### src/verilog/ufc_pkg.sv
// Package for one serial channel with 16-byte FIFOs: addresses, codes, counts and bus struct.
// Assumes an 8-bit host register port and a 16x baud tick derived from clk.
package ufc_pkg;
  localparam logic [2:0] A_DATA = 3'h0;
  localparam logic [2:0] A_IER = 3'h1;
  localparam logic [2:0] A_ISR = 3'h2;
  localparam logic [2:0] A_LCR = 3'h3;
  localparam logic [2:0] A_LSR = 3'h5;
  localparam int DIVISOR_ACCESS_BIT_BIT = 7;
  localparam int STOP_BIT = 2;
  localparam int FCR_EN = 0;
  localparam int FCR_RXCLR = 1;
  localparam int FCR_TXCLR = 2;
  localparam int FCR_DMA = 3;
  localparam logic [4:0] FIFO_DEPTH = 5'h10;
  localparam logic [3:0] WL_BASE = 4'h5;
  localparam logic [3:0] WL_FIVE = 4'h5;
  localparam logic [4:0] TRIG_1 = 5'h01;
  localparam logic [4:0] TRIG_4 = 5'h04;
  localparam logic [4:0] TRIG_8 = 5'h08;
  localparam logic [4:0] TRIG_14 = 5'h0e;
  // Identification codes as they sit in bits 3:1.
  localparam logic [2:0] ID_LS = 3'h3;
  localparam logic [2:0] ID_RDA = 3'h2;
  localparam logic [2:0] ID_TO = 3'h6;
  localparam logic [2:0] ID_THR = 3'h1;
  localparam logic [2:0] ID_MS = 3'h0;
  // Counts in 16x ticks; the timeout terms count bit times.
  localparam logic [5:0] BIT_LAST = 6'h0f;
  localparam logic [5:0] START_MID = 6'h07;
  localparam logic [5:0] STOP_1 = 6'h10;
  localparam logic [5:0] STOP_15 = 6'h18;
  localparam logic [5:0] STOP_2 = 6'h20;
  localparam logic [3:0] TICK_LAST = 4'hf;
  localparam logic [5:0] TO_ADD = 6'h0c;
  localparam int TO_SHIFT = 2;
  localparam logic [1:0] MF_OP2 = 2'h0;
  localparam logic [1:0] MF_BAUD = 2'h1;
  localparam logic [1:0] MF_RX_READY_N = 2'h2;
  typedef enum logic [1:0] {TX_IDLE, TX_START, TX_DATA, TX_STOP} ufc_tx_e;
  typedef enum logic [1:0] {RX_IDLE, RX_START, RX_DATA, RX_STOP} ufc_rx_e;
  typedef struct packed {
    logic rd;
    logic wr;
    logic cs;
    logic peer_cs;
    logic [2:0] addr;
    logic [7:0] data;
  } ufc_host_s;
endpackage : ufc_pkg

### src/verilog/ufc_channel.sv
// One serial channel: register port, baud divider, FIFOs, transmitter, receiver, interrupt identification.
// Assumes host strobes and rx are synchronous to clk; the peer channel shares the bus and select lines.
`timescale 1ns/1ps
module ufc_channel (
  input wire logic clk,
  input wire logic reset,
  input wire ufc_pkg::ufc_host_s host,
  input wire logic rx,
  input wire logic modem_event,
  input wire logic general_output_two_n,
  output logic [7:0] rd_data,
  output logic rd_data_oe,
  output logic tx,
  output logic int_out,
  output logic tx_ready_n,
  output logic rx_ready_n,
  output logic multifunction_pin_n,
  output logic concurrent_write
);
  import ufc_pkg::*;

  function automatic logic [4:0] trig_level(input logic [1:0] c);
    case (c)
      2'h0: trig_level = TRIG_1;
      2'h1: trig_level = TRIG_4;
      2'h2: trig_level = TRIG_8;
      default: trig_level = TRIG_14;
    endcase
  endfunction : trig_level

  function automatic logic [3:0] word_bits(input logic [1:0] c);
    word_bits = WL_BASE + {2'h0, c};
  endfunction : word_bits

  logic [3:0] interrupt_enable;
  logic [7:0] line_format_reg, dll, dlm;
  logic fifo_en, dma_sel;
  logic [1:0] trig, afr_mf;
  logic [7:0] txq [16];
  logic [7:0] rxq [16];
  logic [3:0] tx_wp, tx_rp, rx_wp, rx_rp;
  logic [4:0] tx_count, rx_count;
  ufc_tx_e tx_state;
  ufc_rx_e rx_state;
  logic [5:0] tx_cnt, rx_cnt, stop_len;
  logic [2:0] tx_bit, rx_bit;
  logic [7:0] tx_shift, rx_shift;
  logic rx_prev, rx_done, rx_ferr, overrun, ferr, thre_pend;
  logic [15:0] baud_cnt;
  logic baud_tick, rx_dma_act;
  logic [3:0] to_sub;
  logic [5:0] to_cnt, to_limit;
  logic [2:0] isr_id;
  logic any_pend, ls_src, rda_src, to_src, thre_src, ms_src;
  logic [7:0] lsr_val;

  wire divisor_access_bit = line_format_reg[DIVISOR_ACCESS_BIT_BIT];
  wire [3:0] wl = word_bits(line_format_reg[1:0]);
  wire [15:0] divisor = {dlm, dll};
  wire [2:0] a = host.addr;
  wire [7:0] d = host.data;
  wire this_wr = host.wr & (host.cs | (host.peer_cs & concurrent_write));
  wire rd_go = host.rd & host.cs;
  wire thr_wr = this_wr & a == A_DATA & !divisor_access_bit;
  wire fcr_wr = this_wr & a == A_ISR & !divisor_access_bit;
  wire rhr_rd = rd_go & a == A_DATA & !divisor_access_bit;
  wire mode1 = fifo_en & dma_sel;
  wire tx_full = fifo_en ? tx_count == FIFO_DEPTH : tx_count != 5'h0;
  wire rx_full = fifo_en ? rx_count == FIFO_DEPTH : rx_count != 5'h0;
  wire tx_push = thr_wr & !tx_full;
  wire tx_pop = tx_state == TX_IDLE & tx_count != 5'h0;
  wire rx_push = rx_done & !rx_full;
  wire rx_pop = rhr_rd & rx_count != 5'h0;
  wire tx_clr = fcr_wr & d[FCR_TXCLR];
  wire rx_clr = fcr_wr & d[FCR_RXCLR];
  wire at_trig = rx_count >= trig_level(trig);
  wire rx_timeout = to_cnt == to_limit;

  // Register writes; the divisor-access bit remaps the low addresses.
  always_ff @(posedge clk) begin
    if (reset) begin
      interrupt_enable <= 4'h0;
      line_format_reg <= 8'h00;
      dll <= 8'h00;
      dlm <= 8'h00;
      fifo_en <= 1'b0;
      dma_sel <= 1'b0;
      trig <= 2'h0;
      afr_mf <= 2'h0;
    end else if (this_wr) begin
      case (a)
        A_DATA: if (divisor_access_bit) dll <= d;
        A_IER: if (divisor_access_bit) dlm <= d; else interrupt_enable <= d[3:0];
        A_ISR: begin
          if (divisor_access_bit) begin
            afr_mf <= d[2:1];
          end else begin
            fifo_en <= d[FCR_EN];
            dma_sel <= d[FCR_DMA];
            trig <= d[7:6];
          end
        end
        A_LCR: line_format_reg <= d;
        default: ;
      endcase
    end
  end

  // The concurrent bit follows an alternate-register write through either channel.
  always_ff @(posedge clk) begin
    if (reset)
      concurrent_write <= 1'b0;
    else if (host.wr & (host.cs | host.peer_cs) & divisor_access_bit & a == A_ISR)
      concurrent_write <= d[0];
  end

  always_ff @(posedge clk) begin
    if (reset | divisor == 16'h0) begin
      baud_cnt <= 16'h0;
      baud_tick <= 1'b0;
    end else begin
      baud_tick <= baud_cnt <= 16'h1;
      baud_cnt <= baud_cnt <= 16'h1 ? divisor : baud_cnt - 16'h1;
    end
  end

  always_ff @(posedge clk) begin
    if (tx_push)
      txq[tx_wp] <= d;
    if (rx_push)
      rxq[rx_wp] <= rx_shift >> (4'h8 - wl);
  end

  always_ff @(posedge clk) begin
    if (reset | tx_clr) begin
      tx_wp <= 4'h0;
      tx_rp <= 4'h0;
      tx_count <= 5'h0;
    end else begin
      tx_wp <= tx_wp + {3'h0, tx_push};
      tx_rp <= tx_rp + {3'h0, tx_pop};
      tx_count <= tx_count + {4'h0, tx_push} - {4'h0, tx_pop};
    end
  end

  always_ff @(posedge clk) begin
    if (reset | rx_clr) begin
      rx_wp <= 4'h0;
      rx_rp <= 4'h0;
      rx_count <= 5'h0;
    end else begin
      rx_wp <= rx_wp + {3'h0, rx_push};
      rx_rp <= rx_rp + {3'h0, rx_pop};
      rx_count <= rx_count + {4'h0, rx_push} - {4'h0, rx_pop};
    end
  end

  always_comb begin
    if (!line_format_reg[STOP_BIT])
      stop_len = STOP_1;
    else
      stop_len = wl == WL_FIVE ? STOP_15 : STOP_2;
  end

  // Transmitter: start, wl data bits LSB first, stop; timed in 16x ticks.
  always_ff @(posedge clk) begin
    if (reset) begin
      tx_state <= TX_IDLE;
      tx <= 1'b1;
      tx_cnt <= 6'h0;
      tx_bit <= 3'h0;
      tx_shift <= 8'h00;
    end else if (tx_pop) begin
      tx_shift <= txq[tx_rp];
      tx_state <= TX_START;
      tx_cnt <= 6'h0;
      tx <= 1'b0;
    end else if (baud_tick) begin
      tx_cnt <= tx_cnt + 6'h1;
      case (tx_state)
        TX_START: if (tx_cnt == BIT_LAST) begin
          tx_state <= TX_DATA;
          tx_cnt <= 6'h0;
          tx_bit <= 3'h0;
          tx <= tx_shift[0];
        end
        TX_DATA: if (tx_cnt == BIT_LAST) begin
          tx_cnt <= 6'h0;
          tx_shift <= tx_shift >> 1;
          tx_bit <= tx_bit + 3'h1;
          tx <= tx_shift[1];
          if ({1'b0, tx_bit} == wl - 4'h1) begin
            tx_state <= TX_STOP;
            tx <= 1'b1;
          end
        end
        TX_STOP: if (tx_cnt == stop_len - 6'h1) tx_state <= TX_IDLE;
        default: tx_state <= TX_IDLE;
      endcase
    end
  end

  // Receiver: mid-bit sampling from the start edge, LSB first.
  always_ff @(posedge clk) begin
    if (reset) begin
      rx_state <= RX_IDLE;
      rx_prev <= 1'b1;
      rx_cnt <= 6'h0;
      rx_bit <= 3'h0;
      rx_shift <= 8'h00;
      rx_done <= 1'b0;
      rx_ferr <= 1'b0;
    end else begin
      rx_prev <= rx;
      rx_done <= 1'b0;
      if (rx_state == RX_IDLE) begin
        if (rx_prev & !rx) begin
          rx_state <= RX_START;
          rx_cnt <= 6'h0;
        end
      end else if (baud_tick) begin
        rx_cnt <= rx_cnt + 6'h1;
        case (rx_state)
          RX_START: if (rx_cnt == START_MID) begin
            rx_state <= rx ? RX_IDLE : RX_DATA;
            rx_cnt <= 6'h0;
            rx_bit <= 3'h0;
          end
          RX_DATA: if (rx_cnt == BIT_LAST) begin
            rx_cnt <= 6'h0;
            rx_shift <= {rx, rx_shift[7:1]};
            rx_bit <= rx_bit + 3'h1;
            if ({1'b0, rx_bit} == wl - 4'h1)
              rx_state <= RX_STOP;
          end
          RX_STOP: if (rx_cnt == BIT_LAST) begin
            rx_state <= RX_IDLE;
            rx_done <= 1'b1;
            rx_ferr <= !rx;
          end
          default: rx_state <= RX_IDLE;
        endcase
      end
    end
  end

  // Error flags; an event in the cycle of a status read is kept.
  always_ff @(posedge clk) begin
    if (reset) begin
      overrun <= 1'b0;
      ferr <= 1'b0;
    end else begin
      if (rd_go & a == A_LSR) begin
        overrun <= 1'b0;
        ferr <= 1'b0;
      end
      if (rx_done & rx_full)
        overrun <= 1'b1;
      if (rx_push & rx_ferr)
        ferr <= 1'b1;
    end
  end

  assign to_limit = ({2'h0, wl} << TO_SHIFT) + TO_ADD;

  // Timeout counts bit times, restarting at stop centre, on reads and while empty.
  always_ff @(posedge clk) begin
    if (reset) begin
      to_sub <= 4'h0;
      to_cnt <= 6'h0;
    end else begin
      if (baud_tick)
        to_sub <= to_sub + 4'h1;
      if (rx_done | rhr_rd | rx_count == 5'h0 | !fifo_en)
        to_cnt <= 6'h0;
      else if (baud_tick & to_sub == TICK_LAST & !rx_timeout)
        to_cnt <= to_cnt + 6'h1;
    end
  end

  // Transmit-empty source: set on emptying, cleared by a write or by reading it as reported.
  always_ff @(posedge clk) begin
    if (reset)
      thre_pend <= 1'b0;
    else if ((tx_pop & tx_count == 5'h1) | tx_clr | (this_wr & a == A_IER & !divisor_access_bit & d[1] & tx_count == 5'h0))
      thre_pend <= 1'b1;
    else if (thr_wr | (rd_go & a == A_ISR & !divisor_access_bit & isr_id == ID_THR & any_pend))
      thre_pend <= 1'b0;
  end

  always_comb begin
    ls_src = interrupt_enable[2] & (overrun | ferr);
    rda_src = interrupt_enable[0] & (fifo_en ? at_trig : rx_count != 5'h0);
    to_src = interrupt_enable[0] & fifo_en & rx_timeout & rx_count != 5'h0;
    thre_src = interrupt_enable[1] & thre_pend;
    ms_src = interrupt_enable[3] & modem_event;
    any_pend = ls_src | rda_src | to_src | thre_src | ms_src;
    if (ls_src) isr_id = ID_LS;
    else if (rda_src) isr_id = ID_RDA;
    else if (to_src) isr_id = ID_TO;
    else if (thre_src) isr_id = ID_THR;
    else isr_id = ID_MS;
    lsr_val = {fifo_en & ferr, tx_count == 5'h0 & tx_state == TX_IDLE, tx_count == 5'h0,
               1'b0, ferr, 1'b0, overrun, rx_count != 5'h0};
  end

  // Read data is registered and presented one cycle after the strobe.
  always_ff @(posedge clk) begin
    if (reset) begin
      rd_data <= 8'h00;
      rd_data_oe <= 1'b0;
    end else begin
      rd_data_oe <= rd_go;
      if (rd_go) begin
        case (a)
          A_DATA: rd_data <= divisor_access_bit ? dll : rxq[rx_rp];
          A_IER: rd_data <= divisor_access_bit ? dlm : {4'h0, interrupt_enable};
          A_ISR: rd_data <= divisor_access_bit ? {5'h00, afr_mf, concurrent_write} :
                            {fifo_en, fifo_en, 2'h0, isr_id, !any_pend};
          A_LCR: rd_data <= line_format_reg;
          A_LSR: rd_data <= lsr_val;
          default: rd_data <= 8'h00;
        endcase
      end
    end
  end

  always_ff @(posedge clk) begin
    if (reset | rx_count == 5'h0)
      rx_dma_act <= 1'b0;
    else if (at_trig | rx_timeout)
      rx_dma_act <= 1'b1;
  end

  always_ff @(posedge clk) begin
    if (reset) begin
      int_out <= 1'b0;
      tx_ready_n <= 1'b0;
      rx_ready_n <= 1'b1;
      multifunction_pin_n <= 1'b1;
    end else begin
      int_out <= any_pend;
      tx_ready_n <= mode1 ? tx_count == FIFO_DEPTH : tx_count != 5'h0;
      rx_ready_n <= mode1 ? !rx_dma_act : rx_count == 5'h0;
      case (afr_mf)
        MF_OP2: multifunction_pin_n <= general_output_two_n;
        MF_BAUD: multifunction_pin_n <= !baud_tick;
        MF_RX_READY_N: multifunction_pin_n <= rx_ready_n;
        default: multifunction_pin_n <= 1'b1;
      endcase
    end
  end
endmodule : ufc_channel

### config.mk
export PLATFORM = sky130hd
export DESIGN_NAME = ufc_channel
export DESIGN_NICKNAME = d
export VERILOG_FILES = /design/src/verilog/ufc_pkg.sv /design/src/verilog/ufc_channel.sv
export SDC_FILE = /design/constraint.sdc
export NUM_CORES = 1
export LEC_CHECK = 0
export BUFFER_PORTS_ARGS = -buffer_cell sky130_fd_sc_hd__buf_2
export CAP_MARGIN = 20
export CORE_MARGIN = 2
export CORE_UTILIZATION = 60
export CTS_BUF_LIST = sky130_fd_sc_hd__clkbuf_8
export CTS_CLUSTER_DIAMETER = 50
export DETAILED_ROUTE_END_ITERATION = 8
export PLACE_DENSITY = 0.84
export SLEW_MARGIN = 15
export SYNTH_ARGS = -nofsm -noshare
export SYNTH_HDL_FRONTEND = slang
export SYNTH_SLANG_ARGS = --single-unit
export TNS_END_PERCENT = 5
### constraint.sdc
create_clock -name clk -period 10.25 [get_ports clk]
set_clock_uncertainty 0.15 [all_clocks]
set_input_delay 0.5125 -clock clk [delete_from_list [all_inputs] [get_ports clk]]
set_output_delay 0.5125 -clock clk [all_outputs]
set_load 0.01 [all_outputs]
# Word-level counts from Yosys, hierarchy flattened
# Memories as Yosys holds them, arrays and structs flattened. A register that Yosys moved wholly into a read port is not among the register bits.
# Index checks and enable logic that the tools add are counted.
dict set report classes {
  n_addsub 20
  n_mul 0
  n_div 0
  magnitude_cmp 2
  n_eq_ne 42
  shifts 1
  muxes 70
  n_bitwise 66
  n_reduce_logical 49
}
# operator count
set op_table {}
lappend op_table {{8-bit 2-to-1 mux} 7}
lappend op_table {{6-bit 2-to-1 mux} 9}
lappend op_table {{1-bit AND} 43}
lappend op_table {{8-bit one-hot mux with 5 select lines} 1}
lappend op_table {{2-bit 2-to-1 mux} 12}
lappend op_table {{3-bit inequality test, second input constant} 8}
lappend op_table {{1-bit 2-to-1 mux} 23}
lappend op_table {{3-bit 2-to-1 mux} 7}
lappend op_table {{5-bit AND reduction} 4}
lappend op_table {{6-bit by 1-bit adder with 6-bit output, second input constant} 3}
lappend op_table {{1-bit OR} 18}
lappend op_table {{3-bit AND reduction} 6}
lappend op_table {{2-bit nonzero test} 9}
lappend op_table {{4-bit by 1-bit adder with 4-bit output} 4}
lappend op_table {{16-bit by 1-bit <= comparator with 1-bit output, second input constant} 1}
lappend op_table {{16-bit zero test} 1}
lappend op_table {{16-bit 2-to-1 mux} 1}
lappend op_table {{16-bit by 1-bit subtractor with 16-bit output, second input constant} 1}
lappend op_table {{2-bit == test, second input constant} 6}
lappend op_table {{6-bit by 4-bit == test with 1-bit output, second input constant} 2}
lappend op_table {{6-bit == test} 2}
lappend op_table {{2-bit inequality test, second input constant} 6}
lappend op_table {{2-bit one-hot mux with 3 select lines} 2}
lappend op_table {{3-bit one-hot mux with 2 select lines} 2}
lappend op_table {{39 further kinds} 72}
dict set report totals {
  ff_bits 147
  latchBits 0
  ramBits 256
  mem_bits_ro 0
  inputBits 20
  output_inout_bits 15
  elab_cells 294
  mem_count 2
}
# memory depth width rd rd_ports_with_merged_regs wr line_no
set memory_table {}
lappend memory_table {rxq 16 8 1 1 1 ufc_channel.sv:40} ;# logic [7:0] rxq [16];
lappend memory_table {txq 16 8 1 1 1 ufc_channel.sv:39} ;# logic [7:0] txq [16];

# Logic depth before layout (Yosys ltp)
dict set report depth {
  ltp_word 14
  ltp_mapped 16
  ltp_nobuf 16
}

# Least setup slack after synthesis
# Ideal clock, no wire load.
dict set report synth_path {
  path_kind {register -> register}
  startpoint {reg tx_count[3]}
  endpoint {reg tx_count[4]}
  setup_ps 71
  arrival_ps 3078
  required_time_ps 10029
  setup_slack_ps 6951
  path_stages_with_launch 17
  path_buffers 1
  period_less_slack_ps 3299
  cell_sequence {dfxtp_1 inv_1 ha_1 or3b_2 o21ai_0 clkbuf_1 inv_1 ha_1 inv_1 ha_1 inv_1 fa_1 inv_1 a21oi_1 nor2_1 or3_1 a21oi_1}
}
dict set report synth_between {
  elab_chain_cells 6
  elab_cells_between_ends 8
  classes_between {add/sub: 2; eq/ne: 1; mux: 1; bitwise: 2; reduce/logical: 2}
}
# item line_no
set synth_rtl {}
lappend synth_rtl {{start, declared} ufc_channel.sv:42} ;# logic [4:0] tx_count, rx_count;
lappend synth_rtl {{start signal, assigned} ufc_channel.sv:142} ;# tx_count <= tx_count + {4'h0, tx_push} - {4'h0, tx_pop};
lappend synth_rtl {{5-bit == test / 5-bit nonzero test (equally long branches)} {ufc_channel.sv:68, ufc_channel.sv:71}}
lappend synth_rtl {{1-bit 2-to-1 mux} ufc_channel.sv:68} ;# wire tx_full = fifo_en ? tx_count == FIFO_DEPTH : tx_count != 5'h0;
lappend synth_rtl {{1-bit zero test} ufc_channel.sv:70} ;# wire tx_push = thr_wr & !tx_full;
lappend synth_rtl {{1-bit AND} ufc_channel.sv:70}
lappend synth_rtl {{5-bit by 1-bit adder with 5-bit output} ufc_channel.sv:142}
lappend synth_rtl {{5-bit by 1-bit subtractor with 5-bit output *} ufc_channel.sv:142}
# Every way passes the cells marked *; elsewhere a longest branch is shown, timed or not.
# A chain may end at the register's enable or synchronous reset.

# Worst setup path in the final report
dict set report layout_path {
  startpoint {reg line_format_reg[7]}
  endpoint {reg tx_count[4]}
}
dict set report layout_between {
  elab_chain_cells 5
  elab_cells_between_ends 8
  classes_between {add/sub: 2; bitwise: 5; reduce/logical: 1}
}
# item line_no
set layout_rtl {}
lappend layout_rtl {{start, declared} ufc_channel.sv:36} ;# logic [7:0] line_format_reg, dll, dlm;
lappend layout_rtl {{start signal, assigned} ufc_channel.sv:83} ;# line_format_reg <= 8'h00;
lappend layout_rtl {{start signal, assigned} ufc_channel.sv:103} ;# A_LCR: line_format_reg <= d;
lappend layout_rtl {{1-bit zero test *} {ufc_channel.sv:64, ufc_channel.sv:65}}
lappend layout_rtl {{1-bit AND} ufc_channel.sv:64} ;# wire thr_wr = this_wr & a == A_DATA & !divisor_access_bit;
lappend layout_rtl {{1-bit AND} ufc_channel.sv:70}
lappend layout_rtl {{5-bit by 1-bit adder with 5-bit output} ufc_channel.sv:142}
lappend layout_rtl {{5-bit by 1-bit subtractor with 5-bit output} ufc_channel.sv:142}
# Marked as above.

==> impl_metrics.csv <==
group,metric,value,unit
grt,grt_antenna_before_repair,0,
yosys,synth_nets,1373,
final_layout,fin_cells,1795,
critical_path,startpoint,"line_format_reg[7]$_SDFFE_PP0P_",
clock_tree,clk_latency,0.60,ns
critical_path,r2r_start,"line_format_reg[7]$_SDFFE_PP0P_",
final_layout,antennaDiodeCount,0,
timing,worstMarginPinSlew,1.17,ns
clock_tree,cts.path.max_buffers,3,
clock_tree,postCtsSetupBuffers,0,
critical_path,cpPeakStageDelay,0.52,ns
route,drcViolationCount,0,
route,drt_iter0_drc,1082,
final_layout,final_common_cell,"edfxtp_1",
critical_path,arrival,3.87,ns
critical_path,startpoint_type,"flip-flop",
place,place_ws,6.31,ns
grt,grt_max_degree,53,
worst_hold_path,worstHoldStart,"rx",
final_layout,drive_above_1_share,16.7,%
critical_path,end_kind,"flip-flop",
timing,rsz0062_at_grt,"false",
yosys,synth_compound_area_share,6.42,%
critical_path,crit_top_cell,"inv_1",
final_layout,synthToLayoutAreaGrowth,10.7,%
timing,maxSlewHeadroom,21.6,%
final_layout,top_regs,"rxq x128, txq x128, baud_cnt x16",
floorplanning,die-area,30400,um^2
clock_tree,clkTransAtPathRegs,0.06,ns
floorplanning,die_w,174,um
power,leakagePower,6.90,nW
clock_tree,cts-resized-gates,0,
clock_tree,cts_buffers,67,
place,gp_congestion,0.935,
timing,setup_slack,6.74,ns
yosys,synth-seq-area-share,61.1,%
yosys,synthTopCellsByArea,"edfxtp_1 44%, dfxtp_1 17%, mux4_2 9.8%",
place,placed_cells_incl_taps,1671,
route,dr.pass1.iters,5,
critical_path,rr_worst_depth,15,
clock_tree,holdBufCountCts,0,
yosys,synth-async-reset-ratio,0,%
final_layout,fin_nets,1427,
yosys,synth-seq-cells,403,
grt,grt_usage,25.8,%
route,routed_wl,38300,um
grt,grt_pass1_wl,60500,um
place,io_buffers,34,
critical_path,cp_max_fo,30,
yosys,synth_top_area_share,44.2,%
route,vias,11100,
power,power.density,189,nW/um^2
critical_path,path_cells,"buf_4 > nor4_1 > clkbuf_2 > nand2_1 > or2_2 > ha_1 > inv_1 > ha_1 > inv_1 > fa_1 > inv_1 > a21oi_1 > nor2_1 > or3_1 > a21oi_1",
yosys,yosys_warnings,0,
yosys,synth_xor_area_share,2.21,%
timing,setup_viol,0,
yosys,synthAdderAreaFrac,3.39,%
flow_run,cap_violations,0,
yosys,muxShareOfSynthArea,13.7,%
floorplanning,row_count,62,
timing,period_share,34.3,%
critical_path,crit_slowest_cell,"nor4_1",
floorplanning,die_height,174,um
yosys,yosys.area_share.simple,10.9,%
timing,whs,0.0882,ns
timing,final-hold-violation-count,0,
final_layout,fin_area,19300,um^2
worst_hold_path,worstHoldPathType,"in -> reg",
yosys,ys_types,61,
floorplanning,start_util,60.8,%
route,ant_nets,0,
yosys,synth_top_family_by_area,"multiplexers",
grt,overflow,0,
run_status,outcome,"complete, no violations",
place,place_area,17900,um^2
clock_tree,cts-root-buf,"clkbuf_8",
timing,finalSetupTns,0,ns
critical_path,crit_required,10.61,ns
yosys,synth_edf_count,256,
clock_tree,clock-sinks,403,
yosys,synth_ff_type,"edfxtp_1",
timing,fin_crit,3.51,ns
power,peakVddDrop,144,uV
worst_hold_path,holdPathStages,2,
final_layout,final_cell_mix,"256 x edfxtp_1, 177 x nor2_1, 146 x dfxtp_1",
clock_tree,cts_tree,"built",
yosys,syn_avg_cell_area,13.3,um^2
timing,fmax,285,MHz
route,viasPerCell,6.18,
critical_path,crit_type,"reg -> reg",
final_layout,final_util,67.4,%
floorplanning,core,28600,um^2
floorplanning,num_io_pins,35,
grt,grt_pass1_vias,11000,
yosys,synth_top_area_cell,"edfxtp_1",
place,detailed_place_hpwl,24900,um
power,finalPower,3.64,mW
clock_tree,cts.htree.levels,3,
yosys,postSynthCellCount,1307,
route,wire_per_inst,21.3,um
yosys,syn_area,17400,um^2
timing,drv_slew,0,
-- cell families after synthesis --
family                   Yosys count
buffers and inverters            103
multiplexers                     143
AO/OA/AOI/OAI                    168
flip-flops                       403
AND/OR/NAND/NOR                  400
adder cells (fa/ha/maj)           46
XOR/XNOR                          44
-- layout make-up --
cell class                 count  area [um^2]
clock buffer                  75         1030
multi-input combinational    801         6410
fill                        1976         9350
sequential                   403        10600
timing repair buffer          49          289
inverter                      39          146
tap                          384          480
clock inverter                44          292
-- synth_stat cells, drive strengths merged, types with 3 or more instances --
library cell,instances
a32oi,4
and3,6
or3,13
a21o,10
ha,44
a21oi,45
and2,19
nor4,6
a22o,4
nor2,179
a211oi,28
xor2,25
nand2b,11
dfxtp,147
a22oi,9
nand2,58
nand4,12
nor3b,7
o21ai,25
mux4,76
nor2b,16
nor3,23
a311oi,3
or2,5
nand3b,7
a31oi,10
o2111ai,3
and3b,3
mux2i,65
nand3,27
o22ai,6
nand4b,3
buf,18
a221oi,3
xnor2,19
inv,39
edfxtp,256
clkbuf,46
-- report_power, final --
group | internal [mW] | switching [mW] | leakage, nW
sequential | 1.76 | 0.0314 | 3.41
clock | 0.754 | 0.635 | 0.783
combinational | 0.208 | 0.251 | 2.71
total | 2.72 | 0.918 | 6.90
-- worst paths after layout --
check | endpoint | slack [ns]
worst max-delay path | tx_count[4]$_SDFF_PP0_ | 6.74
worst min-delay path | rx_prev$_SDFF_PP1_ | 0.09
worst max register to register | tx_count[4]$_SDFF_PP0_ | 6.74
worst min register to register | rx_bit[2]$_SDFFE_PP0P_ | 0.33
-- critical path, delay by kind of cell (launching register included) --
family	cells	cell delay (ns)
adder cells (fa/ha/maj)	3	0.68
buffers and inverters	5	0.66
AO/OA/AOI/OAI	2	0.27
AND/OR/NAND/NOR	5	1.38
flip-flops	1	0.29
-- per-layer routing --
layer / track usage [%] / vias up / wire length, um
met4: 10.8 / 0 / 1150
met2: 42.3 / 489 / 18800
met3: 4.44 / 99 / 3160
li1: - / 5033 / -
met1: 34.6 / 5465 / 15200
met5: 0 / - / 0
No activity file was read; power rests on OpenSTA's default activity.
